### src/core/redriver_defines.svh
`ifndef REDRIVER_DEFINES_SVH
`define REDRIVER_DEFINES_SVH
// Behaviour
// - Four linear swings by register; strap uses highest
// - Limited swing host-facing only, off until enabled
// - Preshoot level used when limited and enabled
// - De-emphasis level used when limited and enabled
// - No transmit equalization control in strap mode
// - Orientation alone picks config lane
// - Non-config lane off outside U0 (Disconnect, U1, U2/U3) when two_lane_i high; else always on
// - Config lane decides entry/exit; exit re-enables other
// - Sleep low in U3: termination kept, LFPS ignored
// - Sleep low in Disconnect: termination, detection off
// - Sleep high resumes far-end termination detection
// - One sleep input acts on both ports
// - Mode pin picks register or strap mode
// - Host receiver EQ decoded from straps and scheme
// - Connector receiver EQ decoded when adaptive EQ off
// - Disconnect until both terminations seen, then U0
// - U0 redrives until both idle, then U1
// - U1 keeps termination and transmit common mode
// - U2/U3 periodic detection; missing termination disconnects
// - Valid LFPS in U2/U3 goes to U0
// - U2/U3 keeps termination, drops common mode
// - Register bit blocks U1 and U2; strap cannot

// Four-level pin codes
`define LVL_0 2'h0
`define LVL_R 2'h1
`define LVL_F 2'h2
`define LVL_1 2'h3

`define MODE_I2C   `LVL_F
`define MODE_STRAP `LVL_1

`define SWING_MAX 2'h3
`define TXEQ_OFF  2'h0

`define CLK_PERIOD_PS    4000
`define RXDET_PERIOD_NS  12000
`define RXDET_PERIOD_CYC ((`RXDET_PERIOD_NS * 1000) / `CLK_PERIOD_PS)
`define U1_IDLE_NS       2000
`define U1_IDLE_CYC      ((`U1_IDLE_NS * 1000) / `CLK_PERIOD_PS)
`endif

### src/core/redriver_pkg.sv
package redriver_pkg;
  typedef enum logic [1:0] {DISCONNECT, U0, U1, U2U3} link_state_t;

  typedef struct packed {
    logic far_term_ufp;
    logic far_term_dfp;
    logic idle_ufp;
    logic idle_dfp;
    logic lfps_valid;
  } lane_status_t;

  typedef struct packed {
    logic       preshoot_enable;
    logic [1:0] preshoot_level;
    logic       deemph_enable;
    logic [1:0] deemph_level;
  } tx_eq_t;

  typedef struct packed {
    logic       per_pin;
    logic [3:0] setting;
  } rx_eq_t;
endpackage

### src/core/redriver_lane_power_control.sv
`timescale 1ns/1ps
`include "redriver_defines.svh"
module redriver_lane_power_control
  import redriver_pkg::*;
#(
  parameter int RXDET_CYC   = `RXDET_PERIOD_CYC,
  parameter int U1_IDLE_CYC = `U1_IDLE_CYC
) (
  input  wire logic               core_clk_i,
  input  wire logic               reset_n_i,
  input  wire logic               clk_en_i,
  input  wire logic [1:0]         mode_strap_i,
  input  wire logic [1:0]         eq_strap_scheme_i,
  input  wire logic [1:0]         host_rx_eq_strap_0_i,
  input  wire logic [1:0]         host_rx_eq_strap_1_i,
  input  wire logic [1:0]         conn_rx_eq_strap_0_i,
  input  wire logic [1:0]         conn_rx_eq_strap_1_i,
  input  wire logic               adaptive_eq_on_i,
  input  wire logic [1:0][3:0]    host_rx_eq_reg_i,
  input  wire logic [1:0][3:0]    conn_rx_eq_reg_i,
  input  wire logic [1:0]         linear_swing_level_i,
  input  wire logic               limit_mode_enable_i,
  input  wire logic [1:0]         limited_swing_level_i,
  input  wire tx_eq_t [1:0]       lane_tx_eq_i,
  input  wire logic               orientation_select_i,
  input  wire logic               two_lane_i,
  input  wire logic               low_power_state_disable_i,
  input  wire logic               sleep_detect_inhibit_n_i,
  input  wire lane_status_t [1:0] lane_status_i,
  output logic                    reg_mode_o,
  output logic                    strap_mode_o,
  output logic                    mode_reserved_o,
  output link_state_t             link_state_o,
  output logic                    config_lane_o,
  output logic [1:0]              lane_enable_o,
  output logic [1:0]              rx_term_o,
  output logic                    rx_detect_active_o,
  output logic                    rx_detect_pulse_o,
  output logic                    tx_cm_hold_o,
  output logic                    redrive_o,
  output logic [1:0]              linear_swing_o,
  output logic                    host_tx_limited_o,
  output logic [1:0]              host_tx_swing_o,
  output tx_eq_t [1:0]            host_tx_eq_o,
  output rx_eq_t [1:0]            host_rx_eq_o,
  output rx_eq_t [1:0]            conn_rx_eq_o
);

  typedef struct packed {
    link_state_t   link;
    logic [15:0]   timer;
    logic          straps_taken;
    logic [1:0]    mode;
    logic          config_lane;
    logic [1:0]    lane_en;
    logic [1:0]    rx_term;
    logic          rx_detect_active;
    logic          rx_detect_pulse;
    logic          tx_cm_hold;
    logic          redrive;
    logic [1:0]    linear_swing;
    logic          host_tx_limited;
    logic [1:0]    host_tx_swing;
    tx_eq_t [1:0]  tx_eq;
    rx_eq_t [1:0]  host_rx_eq;
    rx_eq_t [1:0]  conn_rx_eq;
  } core_state_t;

  core_state_t state;
  core_state_t next_state;

  logic         reg_mode;
  logic         strap_mode;
  logic         cfg;
  lane_status_t cs;
  logic         lp_allowed;
  logic         sleep_n;

  assign reg_mode   = state.straps_taken && (state.mode == `MODE_I2C);
  assign strap_mode = state.straps_taken && (state.mode == `MODE_STRAP);
  assign cfg        = orientation_select_i;
  assign cs         = lane_status_i[cfg];
  assign lp_allowed = !(reg_mode && low_power_state_disable_i);
  assign sleep_n    = sleep_detect_inhibit_n_i;

  always_comb begin
    next_state = state;
    next_state.rx_detect_pulse = 1'b0;

    // Straps are only trusted once; later pin motion is ignored
    if (!state.straps_taken) begin
      next_state.straps_taken = 1'b1;
      next_state.mode         = mode_strap_i;
      next_state.host_rx_eq[0].per_pin = eq_strap_scheme_i inside {`LVL_1, `LVL_R};
      next_state.host_rx_eq[1].per_pin = eq_strap_scheme_i inside {`LVL_1, `LVL_R};
      next_state.host_rx_eq[0].setting = next_state.host_rx_eq[0].per_pin ?
        {2'h0, host_rx_eq_strap_0_i} : {host_rx_eq_strap_1_i, host_rx_eq_strap_0_i};
      next_state.host_rx_eq[1].setting = next_state.host_rx_eq[1].per_pin ?
        {2'h0, host_rx_eq_strap_1_i} : {host_rx_eq_strap_1_i, host_rx_eq_strap_0_i};
      next_state.conn_rx_eq[0].per_pin = !adaptive_eq_on_i &&
        (eq_strap_scheme_i inside {`LVL_0, `LVL_R});
      next_state.conn_rx_eq[1].per_pin = next_state.conn_rx_eq[0].per_pin;
      next_state.conn_rx_eq[0].setting = next_state.conn_rx_eq[0].per_pin ?
        {2'h0, conn_rx_eq_strap_0_i} : {conn_rx_eq_strap_1_i, conn_rx_eq_strap_0_i};
      next_state.conn_rx_eq[1].setting = next_state.conn_rx_eq[1].per_pin ?
        {2'h0, conn_rx_eq_strap_1_i} : {conn_rx_eq_strap_1_i, conn_rx_eq_strap_0_i};
    end else if (reg_mode) begin
      for (int i = 0; i < 2; i++) begin
        next_state.host_rx_eq[i] = '{per_pin: 1'b0, setting: host_rx_eq_reg_i[i]};
        next_state.conn_rx_eq[i] = '{per_pin: 1'b0, setting: conn_rx_eq_reg_i[i]};
      end
    end

    next_state.linear_swing    = strap_mode ? `SWING_MAX : linear_swing_level_i;
    next_state.host_tx_limited = reg_mode && limit_mode_enable_i;
    next_state.host_tx_swing   = next_state.host_tx_limited ?
                                 limited_swing_level_i : next_state.linear_swing;
    for (int i = 0; i < 2; i++) begin
      // Strap mode never sets limited, so transmit EQ stays off there
      next_state.tx_eq[i].preshoot_enable =
        next_state.host_tx_limited && lane_tx_eq_i[i].preshoot_enable;
      next_state.tx_eq[i].preshoot_level = next_state.tx_eq[i].preshoot_enable ?
        lane_tx_eq_i[i].preshoot_level : `TXEQ_OFF;
      next_state.tx_eq[i].deemph_enable =
        next_state.host_tx_limited && lane_tx_eq_i[i].deemph_enable;
      next_state.tx_eq[i].deemph_level = next_state.tx_eq[i].deemph_enable ?
        lane_tx_eq_i[i].deemph_level : `TXEQ_OFF;
    end

    next_state.config_lane = cfg;
    next_state.timer       = state.timer + 16'h1;

    unique case (state.link)
      DISCONNECT: begin
        next_state.timer = 16'h0;
        if (sleep_n && cs.far_term_ufp && cs.far_term_dfp) begin
          next_state.link = U0;
        end
      end
      U0: begin
        next_state.timer = 16'h0;
        if (lp_allowed && cs.idle_ufp && cs.idle_dfp) begin
          next_state.link = U1;
        end
      end
      U1: begin
        if (!cs.idle_ufp || !cs.idle_dfp) begin
          next_state.link  = U0;
          next_state.timer = 16'h0;
        end else if (state.timer >= 16'(U1_IDLE_CYC - 1)) begin
          next_state.link  = U2U3;
          next_state.timer = 16'h0;
        end
      end
      U2U3: begin
        // Asleep: no detection, no wake, hold here
        if (!sleep_n) begin
          next_state.timer = 16'h0;
        end else if (cs.lfps_valid) begin
          next_state.link  = U0;
          next_state.timer = 16'h0;
        end else if (state.timer >= 16'(RXDET_CYC - 1)) begin
          next_state.timer           = 16'h0;
          next_state.rx_detect_pulse = 1'b1;
          if (!cs.far_term_ufp || !cs.far_term_dfp) begin
            next_state.link = DISCONNECT;
          end
        end
      end
    endcase

    // Outputs follow the state being entered so they stay in step
    next_state.lane_en[cfg]  = 1'b1;
    next_state.lane_en[!cfg] = !two_lane_i || (next_state.link == U0);
    for (int i = 0; i < 2; i++) begin
      next_state.rx_term[i] = next_state.lane_en[i] &&
        ((next_state.link != DISCONNECT) || sleep_n);
    end
    next_state.rx_detect_active = sleep_n && ((next_state.link == DISCONNECT) ||
                                  (next_state.link == U2U3));
    next_state.tx_cm_hold = (next_state.link == U0) || (next_state.link == U1);
    next_state.redrive    = (next_state.link == U0);
  end

  always_ff @(posedge core_clk_i or negedge reset_n_i) begin
    if (!reset_n_i) begin
      state <= '0;
    end else if (clk_en_i) begin
      state <= next_state;
    end
  end

  assign reg_mode_o         = reg_mode;
  assign strap_mode_o       = strap_mode;
  assign mode_reserved_o    = state.straps_taken && !reg_mode && !strap_mode;
  assign link_state_o       = state.link;
  assign config_lane_o      = state.config_lane;
  assign lane_enable_o      = state.lane_en;
  assign rx_term_o          = state.rx_term;
  assign rx_detect_active_o = state.rx_detect_active;
  assign rx_detect_pulse_o  = state.rx_detect_pulse;
  assign tx_cm_hold_o       = state.tx_cm_hold;
  assign redrive_o          = state.redrive;
  assign linear_swing_o     = state.linear_swing;
  assign host_tx_limited_o  = state.host_tx_limited;
  assign host_tx_swing_o    = state.host_tx_swing;
  assign host_tx_eq_o       = state.tx_eq;
  assign host_rx_eq_o       = state.host_rx_eq;
  assign conn_rx_eq_o       = state.conn_rx_eq;
endmodule

### config.mk
export PLATFORM = sky130hd
export DESIGN_NAME = redriver_lane_power_control
export DESIGN_NICKNAME = d
export VERILOG_FILES = /design/src/core/redriver_pkg.sv /design/src/core/redriver_lane_power_control.sv
export VERILOG_INCLUDE_DIRS = /design/src /design/src/core
export SDC_FILE = /design/constraint.sdc
export NUM_CORES = 1
export LEC_CHECK = 0
export BUFFER_PORTS_ARGS = -buffer_cell sky130_fd_sc_hd__buf_2
export CORE_MARGIN = 1
export CORE_UTILIZATION = 55
export DETAILED_ROUTE_END_ITERATION = 8
export PLACE_DENSITY = 0.86
export SLEW_MARGIN = 0
export SYNTH_ARGS = -nofsm -noshare
export SYNTH_HDL_FRONTEND = slang
export SYNTH_SLANG_ARGS = --single-unit
### constraint.sdc
create_clock -name core_clk_i -period 5.5 [get_ports core_clk_i]
set_clock_uncertainty 0.15 [all_clocks]
set_input_delay 0 -clock core_clk_i [delete_from_list [all_inputs] [get_ports core_clk_i]]
set_output_delay 0 -clock core_clk_i [all_outputs]
set_load 0.01 [all_outputs]
==> results.txt, run 1 <==
- The average instance in the mapped netlist occupies slightly above 9 um2.
- Leak: 2.20 nW
* Horiz. Die Dim: about 81 um
- Flip-flop and latch count after synthesis: 65
- TritonCTS Buffers: 9
- Setup Crit Path Kind: flip-flop to flip-flop
- Layout overhead on the synthesized area: 31.1%
- Overflow after GRT: 0
* Root Buffer Master: sky130_fd_sc_hd__clkbuf_8
* Number of enable-type register cells in the synthesized netlist: 0
- Number of global-route vias before repair: 3089
* Critical path capture point: lane_enable_o[0]
- Sequential elements use 47.4% of the synthesized area.
- The startpoint identified for the worst register-to-register timing path is state[58].
* Htree depth: 3
- After floorplanning, the core was divided into 28 placement rows.
* Port Buf Inserts: roughly 110
* Synthesis warning total: 0
* Initial antenna violation count: 0
- The signal on the critical path passes through or4b_1 -> a211o_1 -> or2_2 -> o21ai_0 -> a21oi_1 -> ha_1 -> and3b_1 -> dlygate4sd3_1 -> a21oi_1.
- Broken down by cell family, the worst path's largest delay share belongs to simple AND/OR/NAND/NOR gates.
- Delay contributed by the slowest stage of the critical path: 0.57 ns
- Largest fanout on the critical path: 5
- Setup violations remaining at the end of the flow were counted as 0.
* First-pass detailed-route iteration total: 4
- The most used flip-flop cell after synthesis is sky130_fd_sc_hd__dfrtp_1.
- Type of origin of the critical path: flip-flop
- Crit path DAT: roughly 3.3 ns
- Num ports: 114
- The detailed router placed ~3100 vias in this run.
- Entering global routing, the biggest net connects 66 pins.
* Post-route setup slack: 2.19 ns
- For this block, the initial DRC count from the detailed router was 233.
- STA classifies the critical path endpoint as a flip-flop.
- Count of buffer and inverter cells on the critical path: 1
- Using the TritonRoute via totals, the vias-per-cell ratio works out to 5.47.
- The clock reaches the later pin of the worst-skew pair after ~0.34 ns.
* Depth of the critical timing path with buffers and inverters included: 9
- In the final layout, the share of cells above drive strength 1 is 28.4%.
- Fin nets: between 500 and 600
* Final standard cell utilization of the core: 75.5%
* DRC violations left: 0
* Final Total Pwr: 1.36 mW
- Cell Area, Placed: about 3700 um2
- The die covers 6550 um2.
* Peak supply drop: 0.000242 V
- The flow ran to the end, and the final reports show no timing, DRC or antenna violations.
- Slew HR: 31.3%
* Measured slew at the worst slew-check pin: 1.03 ns
- The worst path uses between 60% and 70% of the clock period.
- Post-synth net total: approximately 430
- Fmax achieved: 0.302 GHz
- The tightest min-delay check is of the input pin to flip-flop type.
- In this design, the critical path's most frequently occurring cell is sky130_fd_sc_hd__a21oi_1.
- The count of nets left with antenna violations once routing finished came out at 0.
* HPWL reported at the end of detailed placement: 5.08 mm
- Worst slack at placement: 2.70 ns
- For this run, the number of standard cells in the final layout without fillers is 571.
- Max clock buf depth: 2
- Synthesis produced 367 cells.
* Clock transition at path regs: 0.07 ns
- For this configuration, the core starts out at a cell density of 57.6%.
- In the synthesized netlist the async set-or-reset flop fraction comes to between 90% and 100%.
- Final number of hold-violating endpoints: 0
- Worst hold margin: 0.0339 ns
- GP Congestion: between 0.9 and 1
* Max-slew violations: 0
- For this run, the total global-route usage over all layers was measured as 28.2%.
- Clock period minus final worst setup slack: 3.31 ns
- Drt total wl: between 8 and 9 mm
- Dividing the detail-routed wire length by the instance count gives 15.5 um.
* Critical path startpoint: state[58]
* Post-synthesis instance area: 3430 um2
- Power per standard cell area: roughly 300 nW/um2
* Max-cap viol count: 0
- TritonCTS built the clock tree.
- Summed over all failing endpoints, the final setup total negative slack is 0 ns.
- At the worst endpoint, the required time is 5.53 ns.
* Library cell contributing the largest single delay on the critical path: sky130_fd_sc_hd__dlygate4sd3_1
- The total area inside the core boundary comes to 5960 um2.
- Reg-to-reg critical path endpoint: lane_enable_o[0]
* Post-route cell area: 4490 um2
- Number of placed cells counting well taps: 497
- The clock drives 65 sinks.
* Setup fix buffers added after clock tree synthesis: 0
- Count of cells along the worst register-to-register path: 9
* Quantity of gates resized following cts: 0
- Global-route wire length before repair: 13.9 mm
- In this run, distinct cell masters in the synthesized netlist total about 50.
- Unrepaired setup endpoints after global routing: false
- Diodes inserted: 0
- Height of the die: slightly above 80 um
* R2R Setup Slk: 2.19 ns
report_power, final:
part | switching [mW] | internal (mW)
combinational | 0.194 | 0.166
clock | 0.171 | 0.230
sequential | 0.0506 | 0.549
layer usage:
layer  vias to the layer above  share of wire [%]  global-route usage [%]
met5                         -                  0                       0
met4                         0                2.9                    14.5
met3                        29                6.5                    6.63
met2                       135                 51                    49.7
met1                      1484                 40                    31.7
li1                       1475                  -                       -
cells in the mapped netlist (2+ instances only):
cell type                  instances  area (um2)
sky130_fd_sc_hd__or2_2             2        12.5
sky130_fd_sc_hd__inv_1            21        78.8
sky130_fd_sc_hd__and2_1            2        12.5
sky130_fd_sc_hd__a22o_1            2        17.5
sky130_fd_sc_hd__and4_1            2        17.5
sky130_fd_sc_hd__and3_1            7        43.8
sky130_fd_sc_hd__nor3_2            2        20.0
sky130_fd_sc_hd__nor3_1            3        15.0
sky130_fd_sc_hd__nor2_1           21        78.8
sky130_fd_sc_hd__a21o_1            2        15.0
sky130_fd_sc_hd__nor3b_1           6        45.0
sky130_fd_sc_hd__a211oi_1          2        15.0
sky130_fd_sc_hd__nor2b_1           5        31.3
sky130_fd_sc_hd__and3b_1           2        17.5
sky130_fd_sc_hd__xor2_1            4        35.0
sky130_fd_sc_hd__a21oi_1          22         110
sky130_fd_sc_hd__o21ai_0          39         195
sky130_fd_sc_hd__xnor2_1           3        26.3
sky130_fd_sc_hd__clkbuf_1         13        48.8
sky130_fd_sc_hd__nand2b_1          2        12.5
sky130_fd_sc_hd__buf_4            42         315
sky130_fd_sc_hd__mux2_2            7        78.8
sky130_fd_sc_hd__ha_1              3        37.5
sky130_fd_sc_hd__a31oi_1           2        12.5
sky130_fd_sc_hd__dfrtp_1          65        1630
sky130_fd_sc_hd__mux2i_1           8        80.1
sky130_fd_sc_hd__nand2_1          32         120
sky130_fd_sc_hd__buf_1             3        11.3
sky130_fd_sc_hd__o22ai_1           3        18.8
sky130_fd_sc_hd__nand4_1          10        62.6
sky130_fd_sc_hd__nand3_1          12        60.1
cell families (layout without fill, tap and decap cells):
logic type / after synthesis / count (layout) / share of synthesized area, %
mux: 15 / 15 / 4.64
fa+ha+maj: 3 / 3 / 1.10
simple gates: 116 / 116 / 18.0
xor+xnor: 7 / 7 / 1.79
flops: 65 / 65 / 47.4
compound gates: 81 / 81 / 13.5
buf+inv: 80 / 209 / 13.6
flip-flops by register name (all words and copies together) (netlist names), 2 cells and up:
register         count
lane_enable_o        2
linear_swing_o       2
conn_rx_eq_o         9
host_tx_eq_o        12
host_rx_eq_o         9
host_tx_swing_o      2
rx_term_o            2
state               19
link_state_o         2
cell type report:
| type | count | area, um2 |
|---|---|---|
| Clock inverter | 3 | 40.0 |
| Multi-Input combinational cell | 222 | 1340 |
| Tap cell | 75 | 93.8 |
| Inverter | 21 | 78.8 |
| Timing Repair Buffer | 173 | 1160 |
| Sequential cell | 65 | 1630 |
| Clock buffer | 12 | 155 |
| Fill cell | 382 | 1460 |
worst min-delay path by stage:
stage	startpoint	endpoint	slack [ns]	depth (start not counted)
floorplan	reset_n_i	config_lane_o	-0.45	0
global route	host_rx_eq_strap_1_i[1]	host_rx_eq_o[6]	0.04	5
CTS	host_rx_eq_strap_1_i[1]	host_rx_eq_o[8]	0.005	4
global placement	mode_strap_i[1]	state[47]	0.06	3
detailed placement	mode_strap_i[1]	state[47]	0.07	3
finish	host_rx_eq_strap_1_i[1]	host_rx_eq_o[3]	0.03	4
worst min-delay path, cell delays in order:
cell	delay [ns]
sky130_fd_sc_hd__buf_2	0.10
sky130_fd_sc_hd__nor3b_1	0.14
sky130_fd_sc_hd__a21oi_1	0.12
sky130_fd_sc_hd__o21ai_0	0.10
layout by cell type, fill, tap and decap left out, types with 11 or more instances in the layout:
cell type and instances:
sky130_fd_sc_hd__nor2_1 21, sky130_fd_sc_hd__clkbuf_8 11, sky130_fd_sc_hd__dfrtp_1 65, sky130_fd_sc_hd__nand3_1 12
sky130_fd_sc_hd__dlygate4sd3_1 59, sky130_fd_sc_hd__buf_2 113, sky130_fd_sc_hd__nand2_1 32, sky130_fd_sc_hd__inv_1 21
sky130_fd_sc_hd__o21ai_0 39, sky130_fd_sc_hd__a21oi_1 22
repair_timing:
action | CTS | global route
endpoints found under the setup margin | 0 | 0
hold buffers | 59 | 0
hold endpoints to repair | 108 | 0
Power figures use the tool's default switching activity.
==> run 2: changes to the inputs <==
--- a/config.mk
+++ b/config.mk
@@ -8,9 +8,9 @@
 export LEC_CHECK = 0
 export BUFFER_PORTS_ARGS = -buffer_cell sky130_fd_sc_hd__buf_2
 export CORE_MARGIN = 1
-export CORE_UTILIZATION = 55
+export CORE_UTILIZATION = 51
 export DETAILED_ROUTE_END_ITERATION = 8
-export PLACE_DENSITY = 0.86
+export PLACE_DENSITY = 0.81
 export SLEW_MARGIN = 0
 export SYNTH_ARGS = -nofsm -noshare
 export SYNTH_HDL_FRONTEND = slang
==> constraint.sdc (replaced) <==
create_clock -name core_clk_i -period 3.4 [get_ports core_clk_i]
set_clock_uncertainty 0.15 [all_clocks]
set_input_delay 0 -clock core_clk_i [delete_from_list [all_inputs] [get_ports core_clk_i]]
set_output_delay 0 -clock core_clk_i [all_outputs]
set_load 0.01 [all_outputs]
==> run 2 against run 1 <==
Net effect:
- the flow now finishes with violations (DRC)
- utilization decreased by 4.4 points
- clock power increased by 64%
- power increased by 64%
- first-iteration DRC count decreased by 26%
- final cell count increased by 1.8%
==> results.txt, run 2 (same netlist as run 1, synthesis figures left out) <==
- Reg-to-Reg Start: state[58]
- Largest net degree at the start of global routing: 45 (-32%)
- The number of antenna cells inserted was 0 (unchanged).
* Cell Area, Placed: 3730 um2 (+0.47%)
- The number of top-level design ports is 114 (unchanged).
- Outcome: complete, but fails checks
- The cell depth of the worst min-delay path is 4 (unchanged).
- TritonCTS Buffers: 9 (unchanged)
- The final estimated routing congestion in global placement is 0.912 (-1.2%).
* Total die area: 7050 um2 (+7.7%)
- Number of nets with antenna violations after detailed routing: 0 (unchanged)
- Final number of hold-violating endpoints: 0 (unchanged)
* R2R Setup Slk: 0.25 ns (-1.94 ns)
* Gr usage total: 28.5% (+0.31 points)
- Final Total Pwr: 2.23 mW (+64%)
- Initial antenna violation count: 0 (unchanged)
- The slew of the pin with the lowest slew margin came to 0.995 ns (-0.0365 ns).
- Peak supply drop: 0.000365 V (+51%)
* Routed via count: 3205 (+2.6%)
* Switching power: 722 uW (+74%)
* Largest register by flop count: state
* Type of origin of the critical path: flip-flop
- Global-route wire length before repair: 15.5 mm (+12%)
- Setup repair after global routing left no endpoint under its margin.
* Nature of the critical path endpoint: flip-flop
- Root Buffer Master: sky130_fd_sc_hd__clkbuf_8
- Leaving out fill and tap cells, the most frequent cell in the layout is sky130_fd_sc_hd__buf_2.
- The highest clock frequency the design can meet was 0.318 GHz (+5.2%).
* Final cell count without fillers: 581 (+1.8%)
* Layout overhead on the synthesized area: 33.2%
- The cell area after layout came to 4570 um2 (+1.6%).
* Max clock buf depth: 2 (unchanged)
- First-pass detailed-route iteration total: 7 (+3)
- The number of nets in the layout is 565 (+1.3%).
- Reg-to-reg critical path endpoint: lane_enable_o[0]
- Number of filler instances in the final layout: 445 (+16%)
- The data arrival at the endpoint of the critical path was 3.20 ns (-0.14 ns).
- Failing checks: DRC
* Overflow after GRT: 0 (unchanged)
- Aggregate negative setup slack: 0 ns (unchanged)
- The die outline height was 84.0 um (+3.8%).
- Fin crit share: 92.6% (+32 points)
- CTS tree: done
* Clock latency of the later-clocked register in the worst-skew pair: 0.34 ns (about the same)
- The total of buffers placed on input and output ports was 113 (unchanged).
- Combinational fraction of design power: 26.4% (about the same)
* Largest fanout on the critical path: 5 (unchanged)
- The internal portion of total power came to 1.50 mW (+59%).
- The aggregate routed wire length was 9.47 mm (+6.8%).
- HPWL reported at the end of detailed placement: 5.21 mm (+2.5%)
- The reported leakage power came to 2.22 nW (+1.1%).
- The share of total power in the clock network came to 29.5% (about the same).
- Htree depth: 3 (unchanged)
* DRC violations left: 26 (+26)
* Switching share of power: 32.4% (+1.9 points)
- The number of global-route vias before repair was 3224 (+4.4%).
- Core area: 6420 um2 (+7.8%)
- Clock transition at path regs: 0.07 ns (about the same)
* Setup fix buffers added after clock tree synthesis: 0 (unchanged)
- Clock period minus final worst setup slack: 3.15 ns (-0.163 ns)
- # setup viols final: 0 (unchanged)
* Power per standard cell area: 488 nW/um2 (+61%)
- Number of placed cells counting well taps: 501 (+0.80%)
* Number of design-rule violations left by the first detailed-router iteration: 173 (-26%)
* Hold_sp: lane_status_i[5]
- Total area of multi-input combinational cells: 1340 um2 (+0.28%)
* Max reg flops: 19 (unchanged)
- Max-cap viol count: 0 (unchanged)
- In this run the worst hold path is classified as input pin to flip-flop.
- Destination of the worst hold path: link_state_o[1]
- Number of placement rows: 29 (+3.6%)
- The fraction of layout cells with a size suffix above 1 was 29.0% (+0.54 points).
- The critical path is of the flip-flop to flip-flop type.
- The horizontal die dimension is 84.0 um (+3.8%).
- Count of cells along the worst register-to-register path: 9 (unchanged)
- Most frequent cells in the layout: sky130_fd_sc_hd__buf_2, sky130_fd_sc_hd__dfrtp_1, sky130_fd_sc_hd__dlygate4sd3_1
- The average vias per placed instance was 5.52 (+0.86%).
- The data required time of the worst path was 3.45 ns (-2.08 ns).
- Slew HR: 33.7% (+2.4 points)
- Sequential group share of total power: 44.0% (about the same)
- FF+latch area: 1630 um2 (about the same)
* Max-slew violations: 0 (unchanged)
- Routed wirelength normalized by instance count: 16.3 um (+5.0%)
* Sink count of the clock tree: 65 (unchanged)
- The initial core utilization came to 53.4% (-4.2 points).
[run 2: metal layers]
layer / global-route usage [%] / up-vias / routed length, um
met5: 0 / - / 0
met2: 50.7 / 167 / 4750
li1: - / 1496 / -
met3: 6.63 / 28 / 744
met4: 12.4 / 0 / 284
met1: 32.6 / 1514 / 3700
[run 2: worst max-delay path: stages (launching register included)]
cell	delay [ns]
sky130_fd_sc_hd__dfrtp_1	0.42
sky130_fd_sc_hd__or4b_1	0.53
sky130_fd_sc_hd__a211o_1	0.29
sky130_fd_sc_hd__or2_2	0.31
sky130_fd_sc_hd__o21ai_2	0.14
sky130_fd_sc_hd__a21oi_1	0.08
sky130_fd_sc_hd__ha_1	0.23
sky130_fd_sc_hd__and3b_1	0.21
sky130_fd_sc_hd__dlygate4sd3_1	0.57
sky130_fd_sc_hd__a21oi_1	0.08
[run 2: power by group through the flow]
stage / registers [mW] / logic, mW / clock network [mW]
after CTS: 0.966 / 0.571 / 0.662
after detailed placement: 0.981 / 0.510 / 0
after global placement: 0.974 / 0.501 / 0
after floorplan: 0.974 / 0.413 / 0
final: 0.980 / 0.589 / 0.658
after global routing: 0.991 / 0.653 / 0.701
[run 2: per-stage QoR]
stage	utilization, %	hold slack, ns	worst slack [ns]
floorplan	-	-0.446	0.849
global placement	58.0	0.0516	0.740
detailed placement	58.0	0.0611	0.651
CTS	71.0	0.0294	0.175
global route	71.1	0.120	0.0497
finish	71.1	0.0271	0.252
[run 2: how the worst max path moves through the flow]
| stage | startpoint | end | slack [ns] | cells past startpoint |
|---|---|---|---|---|
| global placement | state[58] | rx_term_o[1] | 0.74 | 8 |
| detailed placement | state[58] | rx_term_o[1] | 0.65 | 8 |
| finish | state[58] | lane_enable_o[0] | 0.25 | 9 |
| global route | state[49] | lane_enable_o[0] | 0.05 | 10 |
| floorplan | state[58] | rx_term_o[1] | 0.85 | 8 |
| CTS | state[58] | lane_enable_o[0] | 0.18 | 9 |
[run 2: repair_timing]
| action | 4_1_cts | 5_1_grt |
|---|---|---|
| hold buffers | 64 | 0 |
| hold endpoints to repair | 88 | 0 |
| resized for setup | 0 | 3 |
| endpoints found under the setup margin | 0 | 2 |
[run 2: layout make-up]
cell class,count,share of cell area [%]
Timing Repair Buffer,180,26.9
Tap cell,77,2.11
Sequential cell,65,35.6
Clock inverter,6,1.48
Multi-Input combinational cell,222,29.3
Clock buffer,10,2.79
Inverter,21,1.73
